==> config.mk <==
export PLATFORM = sky130hd
export DESIGN_NAME = pscu_unit
export DESIGN_NICKNAME = d
export VERILOG_FILES = /design/src/core/pscu_pkg.sv /design/src/core/pscu_pin_sync.sv /design/src/core/pscu_unit.sv
export SDC_FILE = /design/constraint.sdc
export NUM_CORES = 1
export LEC_CHECK = 0
export BUFFER_PORTS_ARGS = -buffer_cell sky130_fd_sc_hd__buf_2
export CORE_MARGIN = 4
export CORE_UTILIZATION = 59
export DETAILED_ROUTE_END_ITERATION = 8
export PLACE_DENSITY = 0.78
export SKIP_LAST_GASP = 1
export SLEW_MARGIN = 0
export SYNTH_ARGS = -nofsm -noshare
export SYNTH_HDL_FRONTEND = slang
export SYNTH_SLANG_ARGS = --single-unit
==> constraint.sdc <==
create_clock -name aclk -period 2.9 [get_ports aclk]
set_input_delay 0.29 -clock aclk [delete_from_list [all_inputs] [get_ports aclk]]
set_output_delay 0.29 -clock aclk [all_outputs]
set_load 0.01 [all_outputs]
==> src/core/pscu_pkg.sv <==
package pscu_pkg;

    // ==========================================================
    // Widths
    localparam int unsigned ADDR_W = 8;
    localparam int unsigned CMP_W  = 12;
    localparam int unsigned FLG_W  = 4;

    // ==========================================================
    // Register offsets (byte addresses)
    localparam logic [7:0] OFS_SYNC_OUT = 8'h00;
    localparam logic [7:0] OFS_UNIT_CFG = 8'h04;
    localparam logic [7:0] OFS_CMP_BASE = 8'h10;
    localparam logic [7:0] OFS_CMP_LAST = 8'h2C;
    localparam logic [7:0] OFS_CAPTURE  = 8'h30;
    localparam logic [7:0] OFS_FLAGS    = 8'h34;
    localparam logic [7:0] OFS_IRQ_EN   = 8'h38;
    localparam logic [7:0] OFS_STATUS   = 8'h3C;

    // ==========================================================
    // sync_output_config fields
    localparam int unsigned SOC_SEL_HI_A = 7;
    localparam int unsigned SOC_SEL_HI_B = 6;
    localparam int unsigned SOC_ADC_LSB  = 4;
    localparam int unsigned SOC_OUT_A_EN = 0;
    localparam int unsigned SOC_OUT_B_EN = 2;
    localparam logic [7:0]  SOC_MASK     = 8'hF5;
    localparam logic [7:0]  SOC_RESET    = 8'h00;

    // ==========================================================
    // unit_config_reg fields
    localparam int unsigned CFG_RUN      = 0;
    localparam int unsigned CFG_CLK_SRC  = 1;
    localparam int unsigned CFG_DIV_LSB  = 2;
    localparam int unsigned CFG_RMOD_LSB = 4;
    localparam int unsigned CFG_PART_LSB = 8;
    localparam int unsigned CFG_PART_STR = 8;
    localparam int unsigned PCF_LEVEL    = 4;
    localparam int unsigned PCF_SEL_LO   = 5;
    localparam int unsigned PCF_CAP_EN   = 6;
    localparam logic [31:0] CFG_MASK     = 32'h007F7F3F;
    localparam logic [31:0] CFG_RESET    = 32'h00000000;

    // ==========================================================
    // Compare slots, flags, counts
    localparam int unsigned CMP_SA = 0;
    localparam int unsigned CMP_RA = 1;
    localparam int unsigned CMP_SB = 2;
    localparam int unsigned CMP_RB = 3;
    localparam logic [11:0] CMP_RESET  = 12'h000;
    localparam logic [7:0]  TEMP_RESET = 8'h00;
    localparam int unsigned FLG_END_CYC = 0;
    localparam int unsigned FLG_END_ENH = 1;
    localparam int unsigned FLG_CAPTURE = 2;
    localparam int unsigned FLG_INPUT   = 3;
    localparam logic [3:0]  ENH_LAST    = 4'hE;

    localparam logic [3:0] MODE_NONE    = 4'h0;
    localparam logic [3:0] MODE_RETRIG  = 4'h8;
    localparam logic [3:0] MODE_FIXED   = 4'h9;

    localparam logic [1:0] RESP_OKAY   = 2'h0;
    localparam logic [1:0] RESP_SLVERR = 2'h2;

    // ==========================================================
    // Types
    typedef enum logic [1:0] {
        RUN_ONE_RAMP  = 2'h0,
        RUN_TWO_RAMP  = 2'h1,
        RUN_FOUR_RAMP = 2'h2,
        RUN_RESERVED  = 2'h3
    } pscu_run_mode_t;

    typedef enum logic [1:0] {
        PH_DEAD0 = 2'h0,
        PH_ON0   = 2'h1,
        PH_DEAD1 = 2'h3,
        PH_ON1   = 2'h2
    } pscu_phase_t;

    typedef struct packed {
        logic              awvalid;
        logic [ADDR_W-1:0] awaddr;
        logic              wvalid;
        logic [31:0]       wdata;
        logic [3:0]        wstrb;
        logic              bready;
        logic              arvalid;
        logic [ADDR_W-1:0] araddr;
        logic              rready;
    } pscu_axi_req_t;

    typedef struct packed {
        logic        awready;
        logic        wready;
        logic        bvalid;
        logic [1:0]  bresp;
        logic        arready;
        logic        rvalid;
        logic [31:0] rdata;
        logic [1:0]  rresp;
    } pscu_axi_rsp_t;

    // ==========================================================
    // Decoders
    function automatic logic mode_valid(input logic [3:0] mode,
                                        input logic [1:0] rmode);
        case (mode)
            4'h0, 4'h1, 4'h4, 4'h7, 4'h8, 4'h9, 4'hE: mode_valid = 1'b1;
            4'h2, 4'h3, 4'h5, 4'h6: mode_valid = (rmode != RUN_ONE_RAMP);
            default: mode_valid = 1'b0;
        endcase
    endfunction

    function automatic logic [7:0] div_mask(input logic [1:0] sel);
        case (sel)
            2'h0:    div_mask = 8'h00;
            2'h1:    div_mask = 8'h03;
            2'h2:    div_mask = 8'h1F;
            default: div_mask = 8'hFF;
        endcase
    endfunction

endpackage

==> src/core/pscu_pin_sync.sv <==
`timescale 1ns/1ps
`default_nettype none

module pscu_pin_sync #(
    parameter int unsigned WIDTH = 4
) (
    input  wire logic             aclk,
    input  wire logic             aresetn,
    input  wire logic             ce,
    input  wire logic [WIDTH-1:0] pin_in,
    output logic      [WIDTH-1:0] pin_out
);

    // ==========================================================
    // Three stages; the filtered level moves only on agreement
    typedef struct packed {
        logic [WIDTH-1:0] s1;
        logic [WIDTH-1:0] s2;
        logic [WIDTH-1:0] s3;
        logic [WIDTH-1:0] lvl;
    } pscu_sync_state_t;

    pscu_sync_state_t s_q;
    pscu_sync_state_t s_d;

    always_comb begin
        s_d = s_q;
        if (ce) begin
            s_d.s1  = pin_in;
            s_d.s2  = s_q.s1;
            s_d.s3  = s_q.s2;
            s_d.lvl = (s_q.s2 & s_q.s3) | (s_q.lvl & (s_q.s2 ^ s_q.s3));
        end
    end

    always_ff @(posedge aclk) begin
        if (!aresetn) begin
            s_q <= '0;
        end else begin
            s_q <= s_d;
        end
    end

    assign pin_out = s_q.lvl;

endmodule

`default_nettype wire

==> src/core/pscu_unit.sv <==
// The AXI4-Lite slave port and the address map are this design's own decisions.
`timescale 1ns/1ps
`default_nettype none

module pscu_unit
    import pscu_pkg::*;
(
    input  wire logic          aclk,
    input  wire logic          aresetn,
    input  wire logic          ce,
    input  wire pscu_axi_req_t axi_req,
    output pscu_axi_rsp_t      axi_rsp,
    input  wire logic          io_clk_tick,
    input  wire logic          pll_clk_tick,
    input  wire logic          shared_fault_pin,
    input  wire logic          fault_pin_a,
    input  wire logic          fault_pin_b,
    input  wire logic          comparator_out,
    input  wire logic          port_out_a,
    input  wire logic          port_out_b,
    input  wire logic          port_oe_n_a,
    input  wire logic          port_oe_n_b,
    output logic               wave_out_a,
    output logic               wave_out_b,
    output logic               wave_oe_n_a,
    output logic               wave_oe_n_b,
    output logic               adc_sync,
    output logic               unit_clock_out,
    output logic [3:0]         irq
);

    // ==========================================================
    // State
    typedef struct packed {
        logic              aw_pend;
        logic [ADDR_W-1:0] aw_addr;
        logic              w_pend;
        logic [31:0]       w_data;
        logic [3:0]        w_strb;
        pscu_axi_rsp_t     rsp;
        logic [7:0]        soc;
        logic [31:0]       cfg;
        logic [3:0][11:0]  cmp;
        logic [7:0]        temp;
        logic [11:0]       cap;
        logic [3:0]        flags;
        logic [3:0]        irq_en;
        logic [3:0]        irq;
        logic [7:0]        div;
        logic              clk_out;
        logic [11:0]       cnt;
        pscu_phase_t       phase;
        logic [3:0]        enh;
        logic [1:0]        act;
        logic [1:0]        blk;
        logic [1:0]        wave;
        logic [1:0]        pin;
        logic [1:0]        pin_oe_n;
        logic              adc_sync;
    } pscu_state_t;

    pscu_state_t s_q;
    pscu_state_t s_d;

    logic [3:0] pin_lvl;
    logic [1:0] port_o;
    logic [1:0] port_oe_n;

    assign port_o    = {port_out_b, port_out_a};
    assign port_oe_n = {port_oe_n_b, port_oe_n_a};

    // ==========================================================
    // Pin synchronisers: shared, comparator, pin A, pin B
    pscu_pin_sync #(
        .WIDTH (4)
    ) u_sync (
        .aclk    (aclk),
        .aresetn (aresetn),
        .ce      (ce),
        .pin_in  ({fault_pin_b, fault_pin_a, comparator_out, shared_fault_pin}),
        .pin_out (pin_lvl)
    );

    // ==========================================================
    // Helpers
    function automatic logic [31:0] merge(input logic [31:0] old_v,
                                          input logic [31:0] new_v,
                                          input logic [3:0]  strb);
        logic [31:0] r;
        r = old_v;
        for (int i = 0; i < 4; i++) begin
            if (strb[i]) begin
                r[i*8 +: 8] = new_v[i*8 +: 8];
            end
        end
        merge = r;
    endfunction

    function automatic logic is_cmp(input logic [ADDR_W-1:0] a);
        is_cmp = (a >= OFS_CMP_BASE) && (a <= OFS_CMP_LAST) && (a[1:0] == 2'h0);
    endfunction

    function automatic logic [1:0] cmp_idx(input logic [ADDR_W-1:0] a);
        logic [2:0] t;
        t = a[5:3] - 3'h2;
        cmp_idx = t[1:0];
    endfunction

    // ==========================================================
    // Next state
    always_comb begin
        logic [ADDR_W-1:0] addr;
        logic [31:0]       wd;
        logic [3:0]        ws;
        logic [1:0]        rmode;
        logic [1:0]        mode_bad;
        logic [6:0]        pc;
        logic [3:0]        mode;
        logic [1:0]        sel;
        logic              act;
        logic              evt;
        logic              tick;
        logic              step;
        logic              reload;
        logic              run;
        logic [1:0]        wave_new;
        logic [1:0]        asel;
        logic              w_old;
        logic              w_new;
        logic              en;
        addr     = '0;
        wd       = '0;
        ws       = '0;
        rmode    = s_q.cfg[CFG_RMOD_LSB +: 2];
        mode_bad = '0;
        pc       = '0;
        mode     = '0;
        sel      = '0;
        act      = 1'b0;
        evt      = 1'b0;
        tick     = 1'b0;
        step     = 1'b0;
        reload   = 1'b0;
        run      = s_q.cfg[CFG_RUN];
        wave_new = '0;
        asel     = s_q.soc[SOC_ADC_LSB +: 2];
        w_old    = 1'b0;
        w_new    = 1'b0;
        en       = 1'b0;
        s_d      = s_q;
        for (int p = 0; p < 2; p++) begin
            mode_bad[p] = !mode_valid(s_q.cfg[CFG_PART_LSB + p*CFG_PART_STR +: 4], rmode);
        end

        if (ce) begin
            // Write channel: address and data are taken in either order
            if (axi_req.awvalid && s_q.rsp.awready) begin
                s_d.aw_pend = 1'b1;
                s_d.aw_addr = axi_req.awaddr;
            end
            if (axi_req.wvalid && s_q.rsp.wready) begin
                s_d.w_pend = 1'b1;
                s_d.w_data = axi_req.wdata;
                s_d.w_strb = axi_req.wstrb;
            end
            if (s_q.rsp.bvalid && axi_req.bready) begin
                s_d.rsp.bvalid = 1'b0;
            end
            if (s_d.aw_pend && s_d.w_pend && !s_q.rsp.bvalid) begin
                addr            = s_d.aw_addr;
                wd              = s_d.w_data;
                ws              = s_d.w_strb;
                s_d.aw_pend     = 1'b0;
                s_d.w_pend      = 1'b0;
                s_d.rsp.bvalid  = 1'b1;
                s_d.rsp.bresp   = RESP_OKAY;
                if (addr == OFS_SYNC_OUT) begin
                    if (ws[0]) begin
                        s_d.soc = wd[7:0] & SOC_MASK;
                    end
                end else if (addr == OFS_UNIT_CFG) begin
                    s_d.cfg = merge(s_q.cfg, wd, ws) & CFG_MASK;
                end else if (is_cmp(addr)) begin
                    // Low byte commits both halves at once
                    if (ws[0] && addr[2]) begin
                        s_d.cmp[cmp_idx(addr)] = {s_q.temp[3:0], wd[7:0]};
                    end else if (ws[0]) begin
                        s_d.temp = wd[7:0];
                    end
                end else if (addr == OFS_FLAGS) begin
                    if (ws[0]) begin
                        s_d.flags = s_q.flags & ~wd[FLG_W-1:0];
                    end
                end else if (addr == OFS_IRQ_EN) begin
                    if (ws[0]) begin
                        s_d.irq_en = wd[FLG_W-1:0];
                    end
                end else if (addr == OFS_CAPTURE || addr == OFS_STATUS) begin
                    s_d.rsp.bresp = RESP_OKAY;
                end else begin
                    s_d.rsp.bresp = RESP_SLVERR;
                end
            end

            // Read channel
            if (s_q.rsp.rvalid && axi_req.rready) begin
                s_d.rsp.rvalid = 1'b0;
            end
            if (axi_req.arvalid && s_q.rsp.arready) begin
                s_d.rsp.rvalid = 1'b1;
                s_d.rsp.rresp  = RESP_OKAY;
                s_d.rsp.rdata  = '0;
                if (axi_req.araddr == OFS_SYNC_OUT) begin
                    s_d.rsp.rdata[7:0] = s_q.soc;
                end else if (axi_req.araddr == OFS_UNIT_CFG) begin
                    s_d.rsp.rdata = s_q.cfg;
                end else if (is_cmp(axi_req.araddr)) begin
                    s_d.rsp.rdata = '0;
                end else if (axi_req.araddr == OFS_CAPTURE) begin
                    s_d.rsp.rdata[11:0] = s_q.cap;
                end else if (axi_req.araddr == OFS_FLAGS) begin
                    s_d.rsp.rdata[3:0] = s_q.flags;
                end else if (axi_req.araddr == OFS_IRQ_EN) begin
                    s_d.rsp.rdata[3:0] = s_q.irq_en;
                end else if (axi_req.araddr == OFS_STATUS) begin
                    s_d.rsp.rdata[17:0] = {mode_bad, s_q.wave, s_q.phase, s_q.cnt};
                end else begin
                    s_d.rsp.rresp = RESP_SLVERR;
                end
            end

            // Clock source and prescaler
            tick = s_q.cfg[CFG_CLK_SRC] ? pll_clk_tick : io_clk_tick;
            if (!run) begin
                s_d.div   = '0;
                s_d.cnt   = '0;
                s_d.phase = PH_DEAD0;
            end else if (tick) begin
                s_d.div = s_q.div + 8'h01;
                step    = (s_q.div & div_mask(s_q.cfg[CFG_DIV_LSB +: 2]))
                          == div_mask(s_q.cfg[CFG_DIV_LSB +: 2]);
            end
            s_d.clk_out = step;

            // Counter and phase sequence
            if (step) begin
                if (s_q.cnt == s_q.cmp[CMP_RB]) begin
                    reload                 = 1'b1;
                    s_d.cnt                = '0;
                    s_d.phase              = PH_DEAD0;
                    s_d.enh                = s_q.enh + 4'h1;
                    s_d.flags[FLG_END_CYC] = 1'b1;
                    if (s_q.enh == ENH_LAST) begin
                        s_d.flags[FLG_END_ENH] = 1'b1;
                    end
                end else begin
                    s_d.cnt = s_q.cnt + 12'h001;
                    case (s_q.phase)
                        PH_DEAD0: begin
                            if (s_q.cnt == s_q.cmp[CMP_SA]) s_d.phase = PH_ON0;
                        end
                        PH_ON0: begin
                            if (s_q.cnt == s_q.cmp[CMP_RA]) s_d.phase = PH_DEAD1;
                        end
                        PH_DEAD1: begin
                            if (s_q.cnt == s_q.cmp[CMP_SB]) s_d.phase = PH_ON1;
                        end
                        PH_ON1: begin
                            s_d.phase = PH_ON1;
                        end
                        default: begin
                            s_d.phase = PH_DEAD0;
                        end
                    endcase
                end
            end

            // Retrigger/fault parts A and B
            for (int p = 0; p < 2; p++) begin
                pc   = s_q.cfg[CFG_PART_LSB + p*CFG_PART_STR +: 7];
                mode = pc[3:0];
                sel  = {s_q.soc[SOC_SEL_HI_A - p], pc[PCF_SEL_LO]};
                act  = ~(pin_lvl[sel] ^ pc[PCF_LEVEL]);
                evt  = act && !s_q.act[p];
                s_d.act[p] = act;
                // Release before a new event so that the event wins
                if (mode == MODE_NONE || mode_bad[p]) begin
                    s_d.blk[p] = 1'b0;
                end else if (reload && (mode == MODE_FIXED || !act)) begin
                    s_d.blk[p] = 1'b0;
                end
                if (evt && run) begin
                    if (mode != MODE_NONE) begin
                        s_d.flags[FLG_INPUT] = 1'b1;
                    end
                    if (pc[PCF_CAP_EN]) begin
                        s_d.cap                = s_q.cnt;
                        s_d.flags[FLG_CAPTURE] = 1'b1;
                    end
                    if (mode_bad[p]) begin
                        s_d.flags[FLG_CAPTURE] = 1'b1;
                    end else if (mode == MODE_RETRIG) begin
                        if (s_q.phase == ((p == 0) ? PH_ON0 : PH_ON1)) begin
                            s_d.cnt                = '0;
                            s_d.phase              = PH_DEAD0;
                            s_d.flags[FLG_CAPTURE] = 1'b1;
                        end
                    end else if (mode != MODE_NONE) begin
                        s_d.blk[p] = 1'b1;
                    end
                end
            end

            // Generators, ADC sync and pins
            wave_new[0] = (s_d.phase == PH_ON0) && !s_d.blk[0];
            wave_new[1] = (s_d.phase == PH_ON1) && !s_d.blk[1];
            s_d.wave    = wave_new;
            w_old       = s_q.wave[asel[1]];
            w_new       = wave_new[asel[1]];
            s_d.adc_sync = asel[0] ? (w_old && !w_new) : (!w_old && w_new);
            for (int p = 0; p < 2; p++) begin
                en = s_q.soc[(p == 0) ? SOC_OUT_A_EN : SOC_OUT_B_EN];
                s_d.pin[p]      = en ? wave_new[p] : port_o[p];
                s_d.pin_oe_n[p] = en ? 1'b0 : port_oe_n[p];
            end
            s_d.irq = s_d.flags & s_d.irq_en;
        end

        s_d.rsp.awready = !s_d.aw_pend && !s_d.rsp.bvalid;
        s_d.rsp.wready  = !s_d.w_pend && !s_d.rsp.bvalid;
        s_d.rsp.arready = !s_d.rsp.rvalid;
    end

    // ==========================================================
    // Registers
    always_ff @(posedge aclk) begin
        if (!aresetn) begin
            s_q      <= '0;
            s_q.soc  <= SOC_RESET;
            s_q.cfg  <= CFG_RESET;
            s_q.cmp  <= {4{CMP_RESET}};
            s_q.temp <= TEMP_RESET;
        end else begin
            s_q <= s_d;
        end
    end

    assign axi_rsp        = s_q.rsp;
    assign wave_out_a     = s_q.pin[0];
    assign wave_out_b     = s_q.pin[1];
    assign wave_oe_n_a    = s_q.pin_oe_n[0];
    assign wave_oe_n_b    = s_q.pin_oe_n[1];
    assign adc_sync       = s_q.adc_sync;
    assign unit_clock_out = s_q.clk_out;
    assign irq            = s_q.irq;

endmodule

`default_nettype wire

; Yosys cells after proc, flatten, opt, wreduce, memory -nomap -nowiden
; Cells that the tools add are included.
[word_totals]
inputBits = 70
ff_bits = 247
out_inout_bits = 51
wordCells = 326
[op_classes]
magnitude_cmp = 9
n_mux = 141
addsub = 4
n_eq_ne = 45
bitwise = 15
n_reduce_logical = 69
[op_table]
columns = operator, count
row1 = $mux W14, 16
row2 = $mux W193, 1
row3 = $mux W8, 15
row4 = $mux W56, 2
row5 = $mux W96, 1
row6 = $mux W79, 1
row7 = $mux W37, 2
row8 = $eq A8 B6 Y1 const B, 8
row9 = $mux W18, 3
row10 = $bwmux W48, 1
row11 = $eq A12 B12 Y1, 4
row12 = $mux W12, 4
row13 = $mux W48, 1
row14 = $mux W1, 47
row15 = $mux W23, 2
row16 = $mux W46, 1
row17 = $mux W2, 19
row18 = $mux W35, 1
row19 = $eq A4 B3 Y1 const B, 8
row20 = $mux W4, 8
row21 = $eq A4 B4 Y1 const B, 7
row22 = $logic_and A1 B1 Y1, 25
row23 = $demux W12 S2, 1
row24 = $mux W24, 1
row25 = other kinds (46), 104

; Longest topological paths before layout
[depth]
depth_word = 29
ltp_mapped = 11
mapped_depth_nobuf = 9

; Cells and area by module
; A second synthesis with hierarchy kept.
[unflattened]
cells_unflattened = 1239
area_unflattened_um2 = 10518.8
[by_module_without_submodules]
columns = mod, instances, area_per_inst_um2, seq_area_each_um2, cells_each
row1 = pscu_unit, 1, 9816.9, 4103.9, 1171
row2 = pscu_pin_sync, 1, 701.9, 320.3, 68

; Least setup slack after synthesis
; Ideal clock, no wire load.
[synth_timing]
kind = flip-flop to flip-flop
startpoint = reg s_q[139] in the netlist's numbering
endpoint = reg s_q (netlist bit adc_sync)
stages_incl_launch_ff = 9
t_required_ns = 2.773
setup_slack_ns = 0.503
t_arrival_ns = 2.270
synth_period_minus_slack_ns = 2.397
n_path_buf = 0
setup_ns = 0.127
cell_sequence = dfxtp_1 -> mux4_2 -> xor2_1 -> nor2_1 -> a22o_1 -> or2_1 -> nor4b_4 -> mux2i_1 -> o211ai_1
[synth_via]
elab_chain_cells = 19
elab_cells_between_ends = 28
classes_between = eq/ne: 2 / mux: 14 / bitwise: 2 / reduce/logical: 10
[synth_rtl]
columns = element, line_no
row1 = from (decl), pscu_unit.sv:62  ; pscu_state_t s_q;
row2 = $bmux W1 S2 (*), pscu_unit.sv:283  ; act = ~(pin_lvl[sel] ^ pc[PCF_LEVEL]);
row3 = $mux W1 (implied by the code) (*), pscu_unit.sv:283
row4 = $xor A1 B1 Y1 (*), pscu_unit.sv:283
row5 = $logic_or A1 B1 Y1, pscu_unit.sv:289  ; end else if (reload && (mode == MODE_FIXED || !act)) begin
row6 = $logic_and A1 B1 Y1, pscu_unit.sv:289
row7 = $mux W1, pscu_unit.sv:289
row8 = $mux W1, pscu_unit.sv:287  ; if (mode == MODE_NONE || mode_bad[p]) begin
row9 = $mux W1, pscu_unit.sv:308  ; end else if (mode != MODE_NONE) begin
row10 = [2 not listed], n/a
row11 = $mux W1, pscu_unit.sv:292  ; if (evt && run) begin
row12 = $mux W1, pscu_unit.sv:155  ; if (ce) begin
row13 = $logic_not A1 Y1, pscu_unit.sv:316  ; wave_new[1] = (s_d.phase == PH_ON1) && !s_d.blk[1];
row14 = $logic_and A1 B1 Y1, pscu_unit.sv:316
row15 = $mux W1 (implied by the code) (*) (2 in a row), pscu_unit.sv:319  ; w_new = wave_new[asel[1]];
row16 = $logic_not A1 Y1, pscu_unit.sv:320  ; s_d.adc_sync = asel[0] ? (w_old && !w_new) : (!w_old && w_new);
row17 = $logic_and A1 B1 Y1, pscu_unit.sv:320
row18 = $mux W1 (*), pscu_unit.sv:320
; Every way passes the cells marked *; elsewhere a longest branch is shown, timed or not. The select of a mux whose other input is x is not followed.
; A chain may end at the register's enable or synchronous reset.

==> Flow_metrics.wiki <==
{| class="wikitable"
! Metric !! Value
|-
| Worst vdd rail ir drop || 438.2 uV
|-
| Count of cells along the worst register-to-register path || 8
|-
| Status || completed
|-
| Initial antenna violation count || 0
|-
| Average wire per standard cell || 17.99 um
|-
| Post-synthesis share of cell area spent on and, or, nand and nor gates || 0.2276
|-
| Fmax achieved || 0.3738 GHz
|-
| Number of filler instances in the final layout || 1474
|-
| Starting DRT DRC Count || just over 800
|-
| Worst slack after detailed placement || between 0.09 and 0.1 ns
|-
| Async set-reset flop share out of synthesis || 0
|-
| Clk sinks || 221
|-
| Worst-case headroom to the max-slew limit || 0.4817
|-
| Combinational family with the most area after synthesis || simple AND/OR/NAND/NOR gates
|-
| Count of input and output buffers || 98
|-
| Vias || 9104
|-
| Detail Route Antenna Nets || 0
|-
| Number of flops mapped to enable cells by yosys || 0
|-
| Setup clock skew after layout || 0.01390 ns
|-
| List of cells traversed by the critical path || nor4_1 -> and3_1 -> o21ai_2 -> or4_1 -> nor2_2 -> nand2_1 -> nand2_1 -> a21boi_1
|-
| Most frequent cell on the critical path || nand2_1
|-
| Cell count after synthesis || about 1300
|-
| H-tree depth || 1
|-
| Largest driver fanout on the critical path || 12
|-
| Final setup viols || 0
|-
| Leading area contributor after synthesis || dfxtp_1
|-
| Final critical-path setup slack || about 0.22 ns
|-
| Synthesized area divided by synthesized cell count || 8.694 um2
|-
| Highest-delay cell along the critical path || or4_1
|-
| Footprint of the multi-input gates || 5923 um2
|-
| Area Growth Syn to Fin || 11.12%
|-
| Fraction of layout cells with a size suffix above 1 || 0.1590
|-
| Later-pin clock latency in the skew report || 0.53 ns
|-
| Number of global-route vias before repair || 8577
|-
| Crit path time final || 2.675 ns
|-
| Count of cell instances traversed by the critical path || 8
|-
| Storage cell area || 4424 um2
|-
| Crit path arrival time || 3.08 ns
|-
| Family of cells with the greatest summed delay on the critical path || simple AND/OR/NAND/NOR gates
|-
| Placed wire-length estimate after detailed placement || a little under 20000 um
|-
| Crit path kind || flip-flop to flip-flop
|-
| Area enclosed by the die boundary || 20920 um2
|-
| Sequential area share after synthesis || 0.4016
|-
| Die Y || roughly 140 um
|-
| Area of the mapped netlist || 11020 um2
|-
| Residual DRC count || 0
|-
| Placement Rows || 49
|-
| Worst hold path type || input port to flip-flop
|-
| Top cell type's share of synthesized area || 0.4016
|-
| Max-cap violations || 0
|-
| Cells resized by post-CTS repair || 0
|-
| Grt ovf || 0
|-
| Yosys reg bits || 221
|-
| Worst Setup End Kind || flip-flop
|-
| Type of origin of the critical path || flip-flop
|-
| Layout Nets || 1397
|-
| Synthesized-area fraction occupied by xor and xnor cells || 0.04850
|-
| Sum of negative setup slack || 0 ns
|-
| Pleak || ~5 nW
|-
| Clock slew at reported path FFs || 0.06 ns
|-
| Top cells by area, synth || dfxtp_1 (40%), nand2_1 (7.8%), mux2i_1 (6.6%), nor2b_1 (4.5%), a21boi_1 (3.4%)
|-
| Max Root-Sink Buffers || 3
|-
| Boundary Pins || roughly 120
|-
| Peak per-stage delay on the critical path || 0.73 ns
|-
| Required time of the critical path || between 3 and 4 ns
|-
| Sum of buffers and inverters on the critical path || 0
|-
| Hold path depth || 3
|-
| # hold bufs at CTS || 0
|-
| Worst hold slack across all endpoints || 0.02683 ns
|-
| Total of warnings raised by yosys || 0
|-
| Tcrit/Tclk final || 0.9224
|-
| Total iterations of the first detailed-routing run || 6
|-
| Share of the synthesized area in compound gates (AO/OA/AOI/OAI) || 0.1528
|-
| Ys flop type || dfxtp_1
|-
| Power density of the placed cells || 528.2 nW/um2
|-
| Number of unique standard cell types used by synthesis || 61
|-
| Global-route wire length before repair || 44840 um
|-
| Core Region || 18150 um2
|-
| Setup repair after global routing missed its margin || no
|-
| Count of antenna diodes in the layout || 0
|-
| Largest net degree at the start of global routing || 67
|-
| Pins Over Slew Limit || 0
|-
| Final WL || 28100 um
|-
| Die width || 144.6 um
|-
| Hold Fails Final Rpt || 0
|-
| Starting density of the core || 0.6070
|-
| Post-CTS Repair Setup Buffers || 0
|-
| Slew at the pin closest to its max-slew limit || about 0.78 ns
|-
| CTS tree || done
|-
| Multiplexer fraction of the synthesized cell area || 0.09598
|-
| Post-synthesis share of cell area spent on full adders, half adders and majority gates || 0.009087
|-
| Placer Congestion || 0.8894
|-
| TritonCTS buffer count || 23
|-
| Via density per instance || 5.828
|-
| Total routing resource utilization after global routing || 0.2685
|-
| Clock root buffer master || clkbuf_16
|}
cell type report:
cell class                 instances  share of cell area
inverter                          10            0.003067
timing repair buffer             142             0.06726
clock inverter                     4            0.006951
clock buffer                      35             0.05397
multi-input combinational        921              0.4839
tap                              229             0.02341
sequential                       221              0.3614
worst register-to-register path, delay by kind of cell, from the launching register on:
family / cells / cell delay (ns)
AND/OR/NAND/NOR: 6 / 2.05
flip-flops: 1 / 0.31
AO/OA/AOI/OAI: 2 / 0.20
power breakdown:
group / internal [W] / switching (W)
logic: 0.000158 / 0.000246
registers: 0.00308 / 0.0000240
clock network: 0.00175 / 0.00121
total: 0.00498 / 0.00148
routing by layer:
| layer | GRT usage | part of all wire |
|---|---|---|
| met5 | 0 | 0 |
| met4 | 0.07855 | 0.030 |
| met3 | 0.04365 | 0.072 |
| met2 | 0.4318 | 0.45 |
| met1 | 0.3742 | 0.45 |
cells in the final DEF (no fill, tap or decap), drive strengths merged, types with 3 or more instances in the layout:
master    n
nand4     9
a32oi     4
and4      3
or4       3
a21oi    27
nor2b    80
xor2     40
or3       6
o211a     5
mux2     15
o21a     15
and3     10
o211ai    3
nand2b    9
dfxtp   221
nand3    23
buf     142
mux2i    74
nand3b   11
ha        8
nor3     24
inv      11
a222oi   10
clkbuf   35
nor4     14
nand2   230
mux4      6
and2     21
or2       7
a22o      6
a22oi    11
o21ai    45
a21boi   99
conb     11
nor2     55
xnor2    21
metrics by stage:
stage	area, um2	total power (W)	cells	util
finish	12240	0.006465	1562	0.6745
global route	12240	0.006665	1562	0.6745
CTS	12240	0.006488	1562	0.6745
detailed placement	11490	0.003565	1523	0.6334
global placement	11490	0.003558	1523	0.6334
floorplan	11050	0.003442	1277	-
worst paths after layout:
check,start,to,slack [ns]
max,s_q[242]$_SDFFE_PN0P_,flip-flop,0.22
min,axi_req[28],s_q[216]$_SDFFE_PN0P_,0.03
max reg2reg,s_q[242]$_SDFFE_PN0P_,flip-flop,0.22
min reg2reg,axi_rsp[7]$_SDFFE_PN0P_,axi_rsp[7]$_SDFFE_PN0P_,0.45
cell usage after synthesis, types with 4 or more instances:
cell type / instances
o21ai_0: 43
nand2b_1: 9
mux4_2: 6
buf_4: 50
or3_1: 6
nand2_1: 229
a222oi_1: 10
xor2_1: 40
nand4_1: 9
dfxtp_1: 221
nor2b_1: 80
mux2i_1: 73
buf_1: 5
and2_1: 21
a21boi_1: 50
xnor2_1: 21
o211a_1: 5
ha_1: 8
buf_2: 9
a21oi_1: 27
a32oi_1: 4
nor2_1: 51
nor3_1: 20
a22oi_1: 11
and3_1: 10
nor2_2: 4
o21a_1: 15
nand3_1: 23
or2_2: 4
mux2_2: 15
a22o_1: 6
a21boi_0: 49
nor4_1: 12
clkbuf_1: 61
inv_1: 10
nand3b_1: 11
kinds of logic (layout without fill, tap and decap cells):
family / count (synthesis) / after routing
AOI/OAI and AO/OA: 240 / 240
xor gates and xnor gates: 61 / 61
adders and majority gates: 8 / 8
buffers and inverters: 135 / 191
DFF: 221 / 221
muxes: 95 / 95
other: 1 / 11
and+or+nand+nor: 506 / 506
No activity file was read; power rests on OpenSTA's default activity.
